File: src/flyback_debounce.sv
// Contract
// - End pulse when sense exceeds limit level
// - Higher line voltage gives lower limit level
// - Sustained over-current peaks latch gate off
// - Short surges ignored; clean pulse restarts delay
// - Over-current threshold follows line like limit
// - Open loop with low supply latches off
// - Normal turn-off at fixed lockout level
// - After fault, turn-off uses higher level
// - Below fault level: hold current until release
// - Ignore limit comparator during turn-on blanking
// - Supply over-voltage latches protection
// - Limit level ramps up during soft-start
// - Long temperature-low period latches protection
// - Short external-latch pull-down latches protection
// - Low feedback disables temperature pin function
`timescale 1ns/1ns
`default_nettype none

package flyback_pkg;

	// ----------------------------------------
	// Clock and switching timing
	// ----------------------------------------
	localparam int CLK_MHZ = 50;
	localparam int CLK_HZ = CLK_MHZ * 1_000_000;
	localparam int SWITCH_HZ = 65_000;
	localparam int PERIOD_CYC = CLK_HZ / SWITCH_HZ;
	localparam int MAX_ON_PCT = 75;
	localparam int MAX_ON_CYC = PERIOD_CYC * MAX_ON_PCT / 100;
	localparam int BLANK_NS = 300;
	localparam int BLANK_CYC = (BLANK_NS * CLK_MHZ + 999) / 1000;
	localparam logic [9:0] PERIOD_LAST = 10'(PERIOD_CYC - 1);
	localparam logic [9:0] MAX_ON_LAST = 10'(MAX_ON_CYC - 1);
	localparam logic [9:0] BLANK_LEN = 10'(BLANK_CYC);

	// ----------------------------------------
	// Soft-start: 256 ramp steps over the interval
	// ----------------------------------------
	localparam int SOFTSTART_US = 6000;
	localparam int SOFTSTART_CYC = SOFTSTART_US * CLK_MHZ;
	localparam logic [11:0] SS_STEP_LAST = 12'(SOFTSTART_CYC / 256 - 1);

	// ----------------------------------------
	// Debounce times (least times, rounded up)
	// ----------------------------------------
	localparam int OCP_DELAY_US = 100_000;
	localparam int OCP_DELAY_CYC = OCP_DELAY_US * CLK_MHZ;
	localparam int SCP_DEBOUNCE_US = 20_000;
	localparam int SCP_DEBOUNCE_CYC = SCP_DEBOUNCE_US * CLK_MHZ;
	localparam int TEMP_LONG_US = 14_000;
	localparam int TEMP_LONG_CYC = TEMP_LONG_US * CLK_MHZ;
	localparam int TEMP_SHORT_NS = 165_000;
	localparam int TEMP_SHORT_CYC = (TEMP_SHORT_NS * CLK_MHZ + 999) / 1000;

	// ----------------------------------------
	// Line compensation of the two sense levels
	// ----------------------------------------
	localparam logic [7:0] LIMIT_BASE = 8'hF0;
	localparam logic [7:0] LIMIT_STEP = 8'h08;
	localparam logic [7:0] OCP_BASE = 8'hD0;
	localparam logic [7:0] OCP_STEP = 8'h07;
	localparam logic [7:0] RAMP_TOP = 8'hFF;

	// ----------------------------------------
	// Synchronised pin positions
	// ----------------------------------------
	localparam int IN_CS_LIMIT = 0;
	localparam int IN_CS_FB = 1;
	localparam int IN_CS_OCP = 2;
	localparam int IN_FB_OLP = 3;
	localparam int IN_FB_LOW = 4;
	localparam int IN_VDD_ON = 5;
	localparam int IN_VDD_UNDERVOLTAGE_LOCKOUT = 6;
	localparam int IN_VDD_OFF = 7;
	localparam int IN_VDD_REL = 8;
	localparam int IN_VDD_SCP = 9;
	localparam int IN_VDD_OVP = 10;
	localparam int IN_TEMP_HIGH = 11;
	localparam int IN_TEMP_EXT = 12;
	localparam int IN_LINE_LSB = 13;
	localparam int NUM_IN = 17;

	// Supply sequencing states
	typedef enum logic [1:0] {
		ST_OFF = 2'b00,
		ST_RUN = 2'b01,
		ST_FAULT_RUN = 2'b10,
		ST_FAULT_HOLD = 2'b11
	} supply_state_t;

endpackage

module debounce_timer (
	input wire logic i_mclk,
	input wire logic i_rst,
	input wire logic i_cond,
	input wire logic [31:0] i_ticks,
	output logic o_hit
);

	logic [31:0] count;

	// ----------------------------------------
	// Qualify a condition held for i_ticks cycles
	// ----------------------------------------
	// Any drop of the condition restarts the wait from zero
	always_ff @(posedge i_mclk) begin
		if (i_rst || !i_cond) begin
			count <= 32'h0000_0000;
			o_hit <= 1'b0;
		end else if (count >= i_ticks) begin
			o_hit <= 1'b1;
		end else begin
			count <= count + 32'h0000_0001;
		end
	end

	chk_drop_clears: assert property (@(posedge i_mclk) disable iff (i_rst)
		!i_cond |=> !o_hit && count == 32'h0000_0000)
		else $error("debounce not cleared after condition drop");

endmodule

`default_nettype wire

File: src/flyback_protection_supervisor.sv
`timescale 1ns/1ns
`default_nettype none

module flyback_protection_supervisor #(
	parameter logic [31:0] OCP_DELAY_TICKS = 32'(flyback_pkg::OCP_DELAY_CYC),
	parameter logic [31:0] SCP_TICKS = 32'(flyback_pkg::SCP_DEBOUNCE_CYC),
	parameter logic [31:0] TEMP_LONG_TICKS = 32'(flyback_pkg::TEMP_LONG_CYC),
	parameter logic [31:0] TEMP_SHORT_TICKS = 32'(flyback_pkg::TEMP_SHORT_CYC)
) (
	input wire logic i_mclk,
	input wire logic i_rst,
	input wire logic i_cs_over_limit,
	input wire logic i_cs_over_fb,
	input wire logic i_cs_over_ocp,
	input wire logic i_fb_above_olp,
	input wire logic i_fb_below_lowpower,
	input wire logic i_vdd_above_on,
	input wire logic i_vdd_below_undervoltage_lockout,
	input wire logic i_vdd_below_fault_off,
	input wire logic i_vdd_below_release,
	input wire logic i_vdd_below_scp,
	input wire logic i_vdd_over_limit,
	input wire logic i_temp_below_high,
	input wire logic i_temp_below_ext,
	input wire logic [3:0] i_line_level,
	output logic o_gate,
	output logic [7:0] o_limit_level,
	output logic [7:0] o_ocp_level,
	output logic o_fault_latched,
	output logic o_low_current,
	output logic o_temp_enable
);

	// ----------------------------------------
	// Pin synchronisers
	// ----------------------------------------
	logic [flyback_pkg::NUM_IN-1:0] raw;
	logic [flyback_pkg::NUM_IN-1:0] pin;

	assign raw = {i_line_level, i_temp_below_ext, i_temp_below_high, i_vdd_over_limit,
		i_vdd_below_scp, i_vdd_below_release, i_vdd_below_fault_off, i_vdd_below_undervoltage_lockout,
		i_vdd_above_on, i_fb_below_lowpower, i_fb_above_olp, i_cs_over_ocp,
		i_cs_over_fb, i_cs_over_limit};

	// Three stages; a change counts only once stages two and three agree
	genvar gi;
	generate
		for (gi = 0; gi < flyback_pkg::NUM_IN; gi++) begin : g_sync
			logic s1;
			logic s2;
			logic s3;
			always_ff @(posedge i_mclk) begin
				if (i_rst) begin
					s1 <= 1'b0;
					s2 <= 1'b0;
					s3 <= 1'b0;
					pin[gi] <= 1'b0;
				end else begin
					s1 <= raw[gi];
					s2 <= s1;
					s3 <= s2;
					if (s2 == s3) begin
						pin[gi] <= s3;
					end
				end
			end
		end
	endgenerate

	logic cs_limit, cs_fb, cs_ocp, fb_olp, fb_low;
	logic vdd_on, vdd_undervoltage_lockout, vdd_off, vdd_rel, vdd_scp, vdd_ovp;
	logic temp_high, temp_ext;
	logic [3:0] line;

	assign cs_limit = pin[flyback_pkg::IN_CS_LIMIT];
	assign cs_fb = pin[flyback_pkg::IN_CS_FB];
	assign cs_ocp = pin[flyback_pkg::IN_CS_OCP];
	assign fb_olp = pin[flyback_pkg::IN_FB_OLP];
	assign fb_low = pin[flyback_pkg::IN_FB_LOW];
	assign vdd_on = pin[flyback_pkg::IN_VDD_ON];
	assign vdd_undervoltage_lockout = pin[flyback_pkg::IN_VDD_UNDERVOLTAGE_LOCKOUT];
	assign vdd_off = pin[flyback_pkg::IN_VDD_OFF];
	assign vdd_rel = pin[flyback_pkg::IN_VDD_REL];
	assign vdd_scp = pin[flyback_pkg::IN_VDD_SCP];
	assign vdd_ovp = pin[flyback_pkg::IN_VDD_OVP];
	assign temp_high = pin[flyback_pkg::IN_TEMP_HIGH];
	assign temp_ext = pin[flyback_pkg::IN_TEMP_EXT];
	assign line = pin[flyback_pkg::IN_LINE_LSB +: 4];

	// ----------------------------------------
	// Supply sequencing and protection latch
	// ----------------------------------------
	flyback_pkg::supply_state_t state;
	flyback_pkg::supply_state_t next_state;
	logic fault;
	logic ocp_hit, scp_hit, temp_long_hit, temp_short_hit;

	// Turn-off threshold depends on whether a fault is latched
	always_comb begin
		next_state = state;
		unique case (state)
			flyback_pkg::ST_OFF: begin
				if (vdd_on) begin
					next_state = fault ? flyback_pkg::ST_FAULT_RUN : flyback_pkg::ST_RUN;
				end
			end
			flyback_pkg::ST_RUN: begin
				if (fault) begin
					next_state = flyback_pkg::ST_FAULT_RUN;
				end else if (vdd_undervoltage_lockout) begin
					next_state = flyback_pkg::ST_OFF;
				end
			end
			flyback_pkg::ST_FAULT_RUN: begin
				if (vdd_off) begin
					next_state = flyback_pkg::ST_FAULT_HOLD;
				end
			end
			flyback_pkg::ST_FAULT_HOLD: begin
				if (vdd_rel) begin
					next_state = flyback_pkg::ST_OFF;
				end
			end
		endcase
	end

	always_ff @(posedge i_mclk) begin
		if (i_rst) begin
			state <= flyback_pkg::ST_OFF;
		end else begin
			state <= next_state;
		end
	end

	// Only a power-on reset releases the latch; nothing else clears it
	always_ff @(posedge i_mclk) begin
		if (i_rst) begin
			fault <= 1'b0;
		end else if (vdd_ovp || ocp_hit || scp_hit || temp_long_hit || temp_short_hit) begin
			fault <= 1'b1;
		end
	end

	assign o_fault_latched = fault;
	assign o_low_current = (state == flyback_pkg::ST_FAULT_HOLD);

	// ----------------------------------------
	// Switching period and gate
	// ----------------------------------------
	logic [9:0] period_cnt;
	logic [9:0] on_cnt;
	logic period_start;
	logic gate_allowed;
	logic blank_done;
	logic end_pulse;

	assign period_start = (period_cnt == flyback_pkg::PERIOD_LAST);
	assign gate_allowed = (state == flyback_pkg::ST_RUN) && !fault;
	assign blank_done = (on_cnt >= flyback_pkg::BLANK_LEN);
	assign end_pulse = (blank_done && (cs_limit || cs_fb))
		|| (on_cnt == flyback_pkg::MAX_ON_LAST);

	// Free-running fixed-frequency oscillator
	always_ff @(posedge i_mclk) begin
		if (i_rst || period_start) begin
			period_cnt <= 10'h000;
		end else begin
			period_cnt <= period_cnt + 10'h001;
		end
	end

	// Each pulse judged on its own: any cycle may be cut short
	always_ff @(posedge i_mclk) begin
		if (i_rst || !gate_allowed) begin
			o_gate <= 1'b0;
		end else if (period_start) begin
			o_gate <= 1'b1;
		end else if (o_gate && end_pulse) begin
			o_gate <= 1'b0;
		end
	end

	// On-time counter feeds blanking and maximum duty
	always_ff @(posedge i_mclk) begin
		if (i_rst || !o_gate) begin
			on_cnt <= 10'h000;
		end else begin
			on_cnt <= on_cnt + 10'h001;
		end
	end

	// ----------------------------------------
	// Line compensation and soft-start
	// ----------------------------------------
	logic [7:0] line_limit;
	logic [7:0] ss_ramp;
	logic [11:0] ss_div;

	// Line code is slow, so a bit-wise crossing is tolerable here
	assign line_limit = flyback_pkg::LIMIT_BASE - 8'(line * flyback_pkg::LIMIT_STEP);

	always_ff @(posedge i_mclk) begin
		if (i_rst) begin
			o_ocp_level <= flyback_pkg::OCP_BASE;
		end else begin
			o_ocp_level <= flyback_pkg::OCP_BASE - 8'(line * flyback_pkg::OCP_STEP);
		end
	end

	// Step enable divider and ramp restart on every entry to run
	always_ff @(posedge i_mclk) begin
		if (i_rst || state != flyback_pkg::ST_RUN) begin
			ss_div <= 12'h000;
			ss_ramp <= 8'h00;
		end else if (ss_div == flyback_pkg::SS_STEP_LAST) begin
			ss_div <= 12'h000;
			if (ss_ramp != flyback_pkg::RAMP_TOP) begin
				ss_ramp <= ss_ramp + 8'h01;
			end
		end else begin
			ss_div <= ss_div + 12'h001;
		end
	end

	// Lower of the ramp and the line-compensated level
	always_ff @(posedge i_mclk) begin
		if (i_rst) begin
			o_limit_level <= 8'h00;
		end else begin
			o_limit_level <= (ss_ramp < line_limit) ? ss_ramp : line_limit;
		end
	end

	// ----------------------------------------
	// Over-current, short and temperature timers
	// ----------------------------------------
	logic peak_over;
	logic ocp_run;
	logic scp_cond;
	logic temp_long_cond;
	logic temp_short_cond;

	// Record whether this pulse's peak crossed the threshold
	always_ff @(posedge i_mclk) begin
		if (i_rst || period_start) begin
			peak_over <= 1'b0;
		end else if (o_gate && blank_done && cs_ocp) begin
			peak_over <= 1'b1;
		end
	end

	// A clean or missing pulse breaks the run of over-threshold pulses
	always_ff @(posedge i_mclk) begin
		if (i_rst) begin
			ocp_run <= 1'b0;
		end else if (period_start) begin
			ocp_run <= peak_over;
		end
	end

	assign scp_cond = fb_olp && vdd_scp;
	assign o_temp_enable = !fb_low;
	assign temp_long_cond = temp_high && !fb_low;
	assign temp_short_cond = temp_ext && !fb_low;

	// One qualifying timer per latched protection path except over-voltage, which latches directly
	debounce_timer u_ocp (.i_mclk(i_mclk), .i_rst(i_rst), .i_cond(ocp_run),
		.i_ticks(OCP_DELAY_TICKS), .o_hit(ocp_hit));
	debounce_timer u_scp (.i_mclk(i_mclk), .i_rst(i_rst), .i_cond(scp_cond),
		.i_ticks(SCP_TICKS), .o_hit(scp_hit));
	debounce_timer u_temp_long (.i_mclk(i_mclk), .i_rst(i_rst), .i_cond(temp_long_cond),
		.i_ticks(TEMP_LONG_TICKS), .o_hit(temp_long_hit));
	debounce_timer u_temp_short (.i_mclk(i_mclk), .i_rst(i_rst), .i_cond(temp_short_cond),
		.i_ticks(TEMP_SHORT_TICKS), .o_hit(temp_short_hit));

	// ----------------------------------------
	// Checks
	// ----------------------------------------
	chk_limit_ends_pulse: assert property (@(posedge i_mclk) disable iff (i_rst)
		o_gate && blank_done && cs_limit && !period_start |=> !o_gate)
		else $error("pulse not ended by current limit");
	chk_line_lowers_limit: assert property (@(posedge i_mclk) disable iff (i_rst)
		line > $past(line) |-> line_limit < $past(line_limit))
		else $error("limit did not fall with higher line");
	chk_ocp_latches: assert property (@(posedge i_mclk) disable iff (i_rst)
		ocp_hit |=> fault ##1 !o_gate)
		else $error("over-current did not latch gate off");
	chk_ocp_restart: assert property (@(posedge i_mclk) disable iff (i_rst)
		period_start && !peak_over |=> !ocp_run ##1 !ocp_hit)
		else $error("clean pulse did not restart over-current delay");
	chk_ocp_line: assert property (@(posedge i_mclk) disable iff (i_rst)
		line > $past(line) |=> o_ocp_level < $past(o_ocp_level))
		else $error("over-current level did not fall with line");
	chk_scp_latches: assert property (@(posedge i_mclk) disable iff (i_rst)
		scp_hit |=> fault)
		else $error("short protection did not latch");
	chk_undervoltage_lockout_normal: assert property (@(posedge i_mclk) disable iff (i_rst)
		state == flyback_pkg::ST_RUN && !fault && vdd_undervoltage_lockout
		|=> state == flyback_pkg::ST_OFF ##1 !o_gate)
		else $error("normal lockout not honoured");
	chk_fault_turnoff: assert property (@(posedge i_mclk) disable iff (i_rst)
		state == flyback_pkg::ST_FAULT_RUN && vdd_off |=> o_low_current && !o_gate)
		else $error("fault turn-off level not honoured");
	chk_hold_until_release: assert property (@(posedge i_mclk) disable iff (i_rst)
		o_low_current && !vdd_rel |=> o_low_current)
		else $error("reduced current left before release level");
	chk_blank_window: assert property (@(posedge i_mclk) disable iff (i_rst)
		o_gate && gate_allowed && !blank_done |=> o_gate)
		else $error("pulse ended inside blanking");
	chk_ovp_latches: assert property (@(posedge i_mclk) disable iff (i_rst)
		vdd_ovp |=> fault)
		else $error("over-voltage did not latch");
	chk_softstart_ramp: assert property (@(posedge i_mclk) disable iff (i_rst)
		state != flyback_pkg::ST_RUN |=> ss_ramp == 8'h00 ##1 o_limit_level == 8'h00)
		else $error("soft-start ramp not restarted");
	chk_temp_latches: assert property (@(posedge i_mclk) disable iff (i_rst)
		temp_long_hit || temp_short_hit |=> fault)
		else $error("temperature protection did not latch");
	chk_temp_ext_path: assert property (@(posedge i_mclk) disable iff (i_rst)
		!temp_short_cond |=> !temp_short_hit)
		else $error("external latch timer kept running");
	chk_temp_disabled: assert property (@(posedge i_mclk) disable iff (i_rst)
		fb_low [*2] |-> !temp_long_hit && !temp_short_hit && !o_temp_enable)
		else $error("temperature function active at low feedback");
	chk_latch_holds: assert property (@(posedge i_mclk) disable iff (i_rst)
		fault |=> fault && !o_gate)
		else $error("protection latch released without reset");

endmodule

`default_nettype wire

File: config.mk
export PLATFORM = sky130hd
export DESIGN_NAME = flyback_protection_supervisor
export DESIGN_NICKNAME = d
export VERILOG_FILES = /design/src/flyback_debounce.sv /design/src/flyback_protection_supervisor.sv
export SDC_FILE = /design/constraint.sdc
export NUM_CORES = 1
export LEC_CHECK = 0
export ABC_AREA = 1
export BUFFER_PORTS_ARGS = -buffer_cell sky130_fd_sc_hd__buf_2
export CAP_MARGIN = 30
export CELL_PAD_IN_SITES_DETAIL_PLACEMENT = 1
export CELL_PAD_IN_SITES_GLOBAL_PLACEMENT = 1
export CORE_ASPECT_RATIO = 0.75
export CORE_MARGIN = 5
export CORE_UTILIZATION = 41
export CTS_CLUSTER_SIZE = 8
export DETAILED_ROUTE_END_ITERATION = 8
export GPL_TIMING_DRIVEN = 0
export HOLD_SLACK_MARGIN = 0.06
export MAX_ROUTING_LAYER = met4
export PLACE_DENSITY = 0.81
export SLEW_MARGIN = 20
export SYNTH_ARGS = -nofsm -noshare
export SYNTH_HDL_FRONTEND = slang
export SYNTH_SLANG_ARGS = --single-unit
File: constraint.sdc
create_clock -name i_mclk -period 2.2 [get_ports i_mclk]
set_input_delay 0.22 -clock i_mclk [delete_from_list [all_inputs] [get_ports i_mclk]]
set_output_delay 0.22 -clock i_mclk [all_outputs]
set_load 0.05 [all_outputs]
======== Word-level counts from Yosys, hierarchy flattened ========
Cells that the tools add are included.
cells by class
  add/subtract/negate cells ............... 10
  $mul .................................... 1
  divide/modulo/power cells ............... 0
  magnitude comparators ................... 6
  equality and inequality tests ........... 29
  shift-type cells ........................ 0
  muxes and demuxes ....................... 10
  bitwise gates (word level) .............. 0
  reduce and logical (&&, ||, !) cells .... 35
operators with widths
  operator                 count
  $add A32 B1 Y32 const B  4
  $ge A32 B20 Y1 const B   2
  $ge A32 B14 Y1 const B   1
  $ge A32 B23 Y1 const B   1
  $add A10 B1 Y10 const B  2
  $eq A10 B10 Y1 const B   2
  $eq A1 B1 Y1             17
  $sub A8 B7 Y8 const A    2
  $logic_or A1 B1 Y1       14
  $add A12 B1 Y12 const B  1
  $eq A12 B11 Y1 const B   1
  $mux W2                  6
  $ge A10 B4 Y1 const B    1
  $add A8 B1 Y8 const B    1
  $logic_and A1 B1 Y1      8
  $logic_not A1 Y1         8
  $lt A8 B8 Y1             1
  $mux W8                  1
  $ne A8 B8 Y1 const B     1
  $pmux W2 S4              1
  $mul A4 B3 Y7 const B    1
  $eq A2 B2 Y1 const B     2
  $ne A2 B1 Y1 const B     2
  $ne A2 B2 Y1 const B     2
  8 further kinds          9
storage, ports and cells
  flip-flop bits (word level) ............. 262
  bits in latches ......................... 0
  RAM bits ................................ 0
  memory bits (read-only) ................. 0
  output and inout bits ................... 20
  word-level logic and storage cells ...... 178
  memories kept ........................... 0

======== Longest topological paths before layout ========
  word-level depth ........................ 6
  mapped depth ............................ 12
  depth with buffers taken out ............ 12

======== Cells and area by module ========
Synthesis repeated with hierarchy kept, for this count alone.
unflattened totals
  cell total of the unflattened synthesis .. 2613
  area total of the unflattened synthesis .. 17498.0 um^2
by module, submodules not included
  module                         times used  cells each  area each (um^2)
  debounce_timer (u_ocp ...)     3           478         3014.1
  flyback_protection_supervisor  1           689         5435.2
  debounce_timer (u_temp_short)  1           490         3020.4

======== Worst setup path after synthesis ========
No wires, ideal clock.
  kind .................................... reg-to-reg
  start point ............................. register pin, in the netlist line[1]
  end point ............................... register o_ocp_level[6]
  library setup time ...................... 115 ps
  arrival ................................. 2188 ps
  data required time ...................... 2085 ps
  slack ................................... -103 ps
  cell stages (with the launch flop) ...... 13
  path buffers ............................ 0
  period minus slack after synthesis ...... 2303 ps
  cell sequence ........................... dfxtp_1 -> inv_1 -> fa_1 -> ha_1 -> ha_1 -> a21oi_1 -> nand2_1 -> nand2_1 -> nand2_1 -> a21oi_1 -> nor2_1 -> nor2_1 -> nand2_1
between the ends
  longest elaborated chain between the ends .. 2
ends and longest elaborated chain
  item                             RTL line                              text
  start, declared                  flyback_protection_supervisor.sv:38   logic [flyback_pkg::NUM_IN-1:0] pin;
  start signal, assigned by index  flyback_protection_supervisor.sv:57   pin[gi] <= 1'b0;
  start signal, assigned by index  flyback_protection_supervisor.sv:63   pin[gi] <= s3;
  $mul A4 B3 Y7                    flyback_protection_supervisor.sv:206  o_ocp_level <= flyback_pkg::OCP_BASE - 8'(line * flyback_pkg::OCP_STEP);
  $sub A8 B7 Y8                    flyback_protection_supervisor.sv:206
  end signal, assigned             flyback_protection_supervisor.sv:204  o_ocp_level <= flyback_pkg::OCP_BASE;
  end signal, assigned             flyback_protection_supervisor.sv:206
  end, declared                    flyback_protection_supervisor.sv:28   output logic [7:0] o_ocp_level,
Every way passes these cells.
A chain may end at the register's enable or synchronous reset.

======== Worst setup path in the final report ========
  start point ............................. register pin, in the netlist line[2]
  end point ............................... register o_limit_level[6]
between the ends
  longest elaborated chain between the ends .. 3
ends and longest elaborated chain
  item                  RTL line                              text
  $sub A8 B7 Y8 *       flyback_protection_supervisor.sv:200  assign line_limit = flyback_pkg::LIMIT_BASE - 8'(line * flyback_pkg::LIMIT_STEP);
  $lt A8 B8 Y1          flyback_protection_supervisor.sv:230  o_limit_level <= (ss_ramp < line_limit) ? ss_ramp : line_limit;
  $mux W8 *             flyback_protection_supervisor.sv:230
  end signal, assigned  flyback_protection_supervisor.sv:230
  end, declared         flyback_protection_supervisor.sv:27   output logic [7:0] o_limit_level,
Every way passes the cells marked *; elsewhere a longest branch is shown, timed or not.

==> qor.yml <==
logic_synthesis:
  synthArstFlopShare_pct: 0
  synth-xor-area-share_pct: 3.90
  syn_nets: 1655
  syn_area_per_cell_um2: 7.29
  synth_common_cells: "nand2_1 (302), dfxtp_1 (262), nor2_1 (258)"
  muxShareOfSynthArea_pct: 0
  synth_compound_area_share_pct: 8.14
  synth_cells: 1601
  synth_area_um2: 11700
  yosysTopAreaCell: "dfxtp_1"
  synth_simple_gate_area_share_pct: 29.2
  synth_area_leaders: "dfxtp_1 (45%), nand2_1 (9.7%), nor2_1 (8.3%)"
  synth.distinct_cells: 39
  synth_ff_type: "dfxtp_1"
  synth_most_common_cell: "nand2_1"
  yosysWarnings: 0
  ys_seq_elements: 262
  ys_seq_area_share_pct: 44.9
  synth-edff-count: 0
  yosys.area_share.adder_pct: 4.01
  yosysTopAreaCellShare_pct: 44.9
  synth_top_family_by_area: "simple AND/OR/NAND/NOR gates"
global_route:
  grt_pass1_vias: 11100
  grt_start_max_net_pins: 11
  grt-ovfl-total: 0
  antenna_found_initial: 0
  track_usage_pct: 20.9
  grt_pass1_wl_um: 54200
die:
  io_pins: 39
  dieWidth_um: 205
  initial_core_util_pct: 41.6
  dieArea_um2: 32000
  row_count: 53
  core_um2: 28100
  die_h_um: 156
clocking:
  tritoncts: "done"
  clk_latency_ns: 0.53
  cts_buffers: 38
  cts_buffer_depth: 3
  clkTransAtPathRegs_ns: 0.05
  cts-root-buf: "clkbuf_16"
  htree_levels: 2
  cts_sinks: 262
routing:
  ant_nets: 0
  drt-initial-drc-count: 401
  drc: 0
  wl_per_cell_um: 15.7
  firstDrtPassIters: 5
  wl_um: 33000
  via_per_inst: 5.02
  dr_total_vias: 10500
sta:
  rsz0062_at_grt: "yes"
  tightest_slew_ns: 0.645
  hold_viol: 0
  slew_headroom_pct: 57.0
  finalClockSkew_ns: 0.0176
  setup_viol: 10
  drv_slew: 0
  fmax_ghz: 0.390
  worst_slack_ns: -0.361
  hold-worst-slack_ns: 0.131
  post-route-period-util_pct: 116
  period_minus_slack_ns: 2.56
cells_and_area:
  stdcell_count: 2095
  area_delta_synth_final_pct: 17.7
  final_layout_size_suffix_gt1_share_pct: 10.2
  fin_nets: 1762
  fillers: 3512
  design_area_um2: 13700
  multi_input_area_um2: 5400
  antennaDiodeCount: 0
  regArea_um2: 5260
status:
  failed_checks: "setup timing"
  status: "finished with violations"
placement:
  dp.cells: 2023
  placed_area_um2: 12300
  place_ws_ns: -0.294
  gp_congestion: 0.887
  dp_hpwl_um: 21800
  port_buffers: 37
worst_setup_path:
  required_ns: 2.60
  timing_worst_setup_path_type: "flip-flop to flip-flop"
  cpMostUsedCell: "buf_4"
  start_kind: "flip-flop"
  cp_cell_sequence: "buf_4, buf_4, ha_1, nand2_2, xor2_2, inv_2, ha_1, nand2_2, nor2_1, o21ai_1, nand3_2, buf_4, o21ai_4, a21oi_4"
  slowest_delay_ns: 0.37
  crit_family: "buffers and inverters"
  cp.buffers_inverters: 4
  worstPathArrival_ns: 2.97
  endpoint_kind: "flip-flop"
  rrSetupSlack_ns: -0.36
  crit_fanout: 7
  slowest_stage: "dfxtp_4"
power_and_ir_drop:
  leakage_nw: 5.24
  power_mw: 10.1
  p_per_area_nw_per_um2: 734
  vdd_drop_max_mv: 0.657
worst_hold_path:
  hold_class: "input pin to flip-flop"
job:
  drv_cap: 0
per-stage QoR:
stage / utilization, % / setup TNS [ns]
2_1_floorplan: - / 0
3_3_place_gp: 44.0 / -0.308
3_5_place_dp: 44.0 / -0.836
4_1_cts: 48.4 / -0.143
5_1_grt: 49.0 / -2.25
6_report: 49.0 / -1.68
power breakdown:
part           switching, mW  total [mW]  internal (mW)
clock network           2.03        5.09           3.06
logic                  0.106       0.174         0.0684
registers             0.0220        4.82           4.80
state kept, by name, summed over array words and instances, names as in the netlist, 2 cells and up:
name                flops
on_cnt                 10
line                    4
g_sync.s1              17
g_sync.s2              17
u_temp_short.count     32
u_ocp.count            32
u_scp.count            32
u_temp_long.count      32
period_cnt             10
o_ocp_level             8
state                   2
ss_ramp                 8
g_sync.s3              17
o_limit_level           8
ss_div                 12
metal layers:
layer	routed length (um)	vias to the layer above	share of wire (%)	track usage, %
met3	1210	58	3.7	3.37
li1	-	5247	-	-
met1	15400	5060	47	27.3
met2	15600	158	47	34.1
met4	763	0	2.3	5.17
met5	0	-	0	-
cell families (layout without fill, tap and decap cells):
logic type / after synthesis / in the layout
AOI/OAI and AO/OA: 180 / 180
xor gates and xnor gates: 52 / 52
adders and majority gates: 35 / 35
buffers and inverters: 281 / 390
DFF: 262 / 262
and+or+nand+nor: 791 / 791
final timing paths:
check                             startpoint  depth (start not counted)          endpoint
worst min register to register  g_sync[7].s1                          2      g_sync[7].s2
worst min-delay path                   i_rst                          2     g_sync[13].s3
worst max register to register       line[2]                         14  o_limit_level[6]
worst max-delay path                 line[2]                         14  o_limit_level[6]
layout by cell type (no fill, tap or decap), drive strengths merged, types with 2 or more instances in the layout:
cell type      n
a211oi        12
a21oi        122
a31oi          2
buf           77
clkbuf        54
dfxtp        262
dlygate4sd3   17
fa             4
ha            31
inv          241
nand2        311
nand3        126
nand3b         2
nand4         30
nor2         267
nor3          42
nor3b          5
nor4           3
o211ai         2
o21ai         40
or2            3
xnor2         23
xor2          29
area by class of cell:
type / count / share of cell area (%)
repair buffers: 67 / 3.35
clock inverters: 2 / 0.264
well taps: 385 / 3.50
inverters: 240 / 6.59
plain buffers: 41 / 1.77
clock buffers: 40 / 6.97
multi-input cells: 1058 / 39.3
flip-flops and latches: 262 / 38.3
repair_timing:
| item | CTS | global route |
|---|---|---|
| setup buffers | 3 | 10 |
| pin swaps | 7 | 8 |
| hold endpoints to repair | 17 | 0 |
| endpoints found under the setup margin | 8 | 8 |
| resized for setup | 14 | 29 |
| hold buffers | 17 | 0 |
No activity file was read; power rests on OpenSTA's default activity.
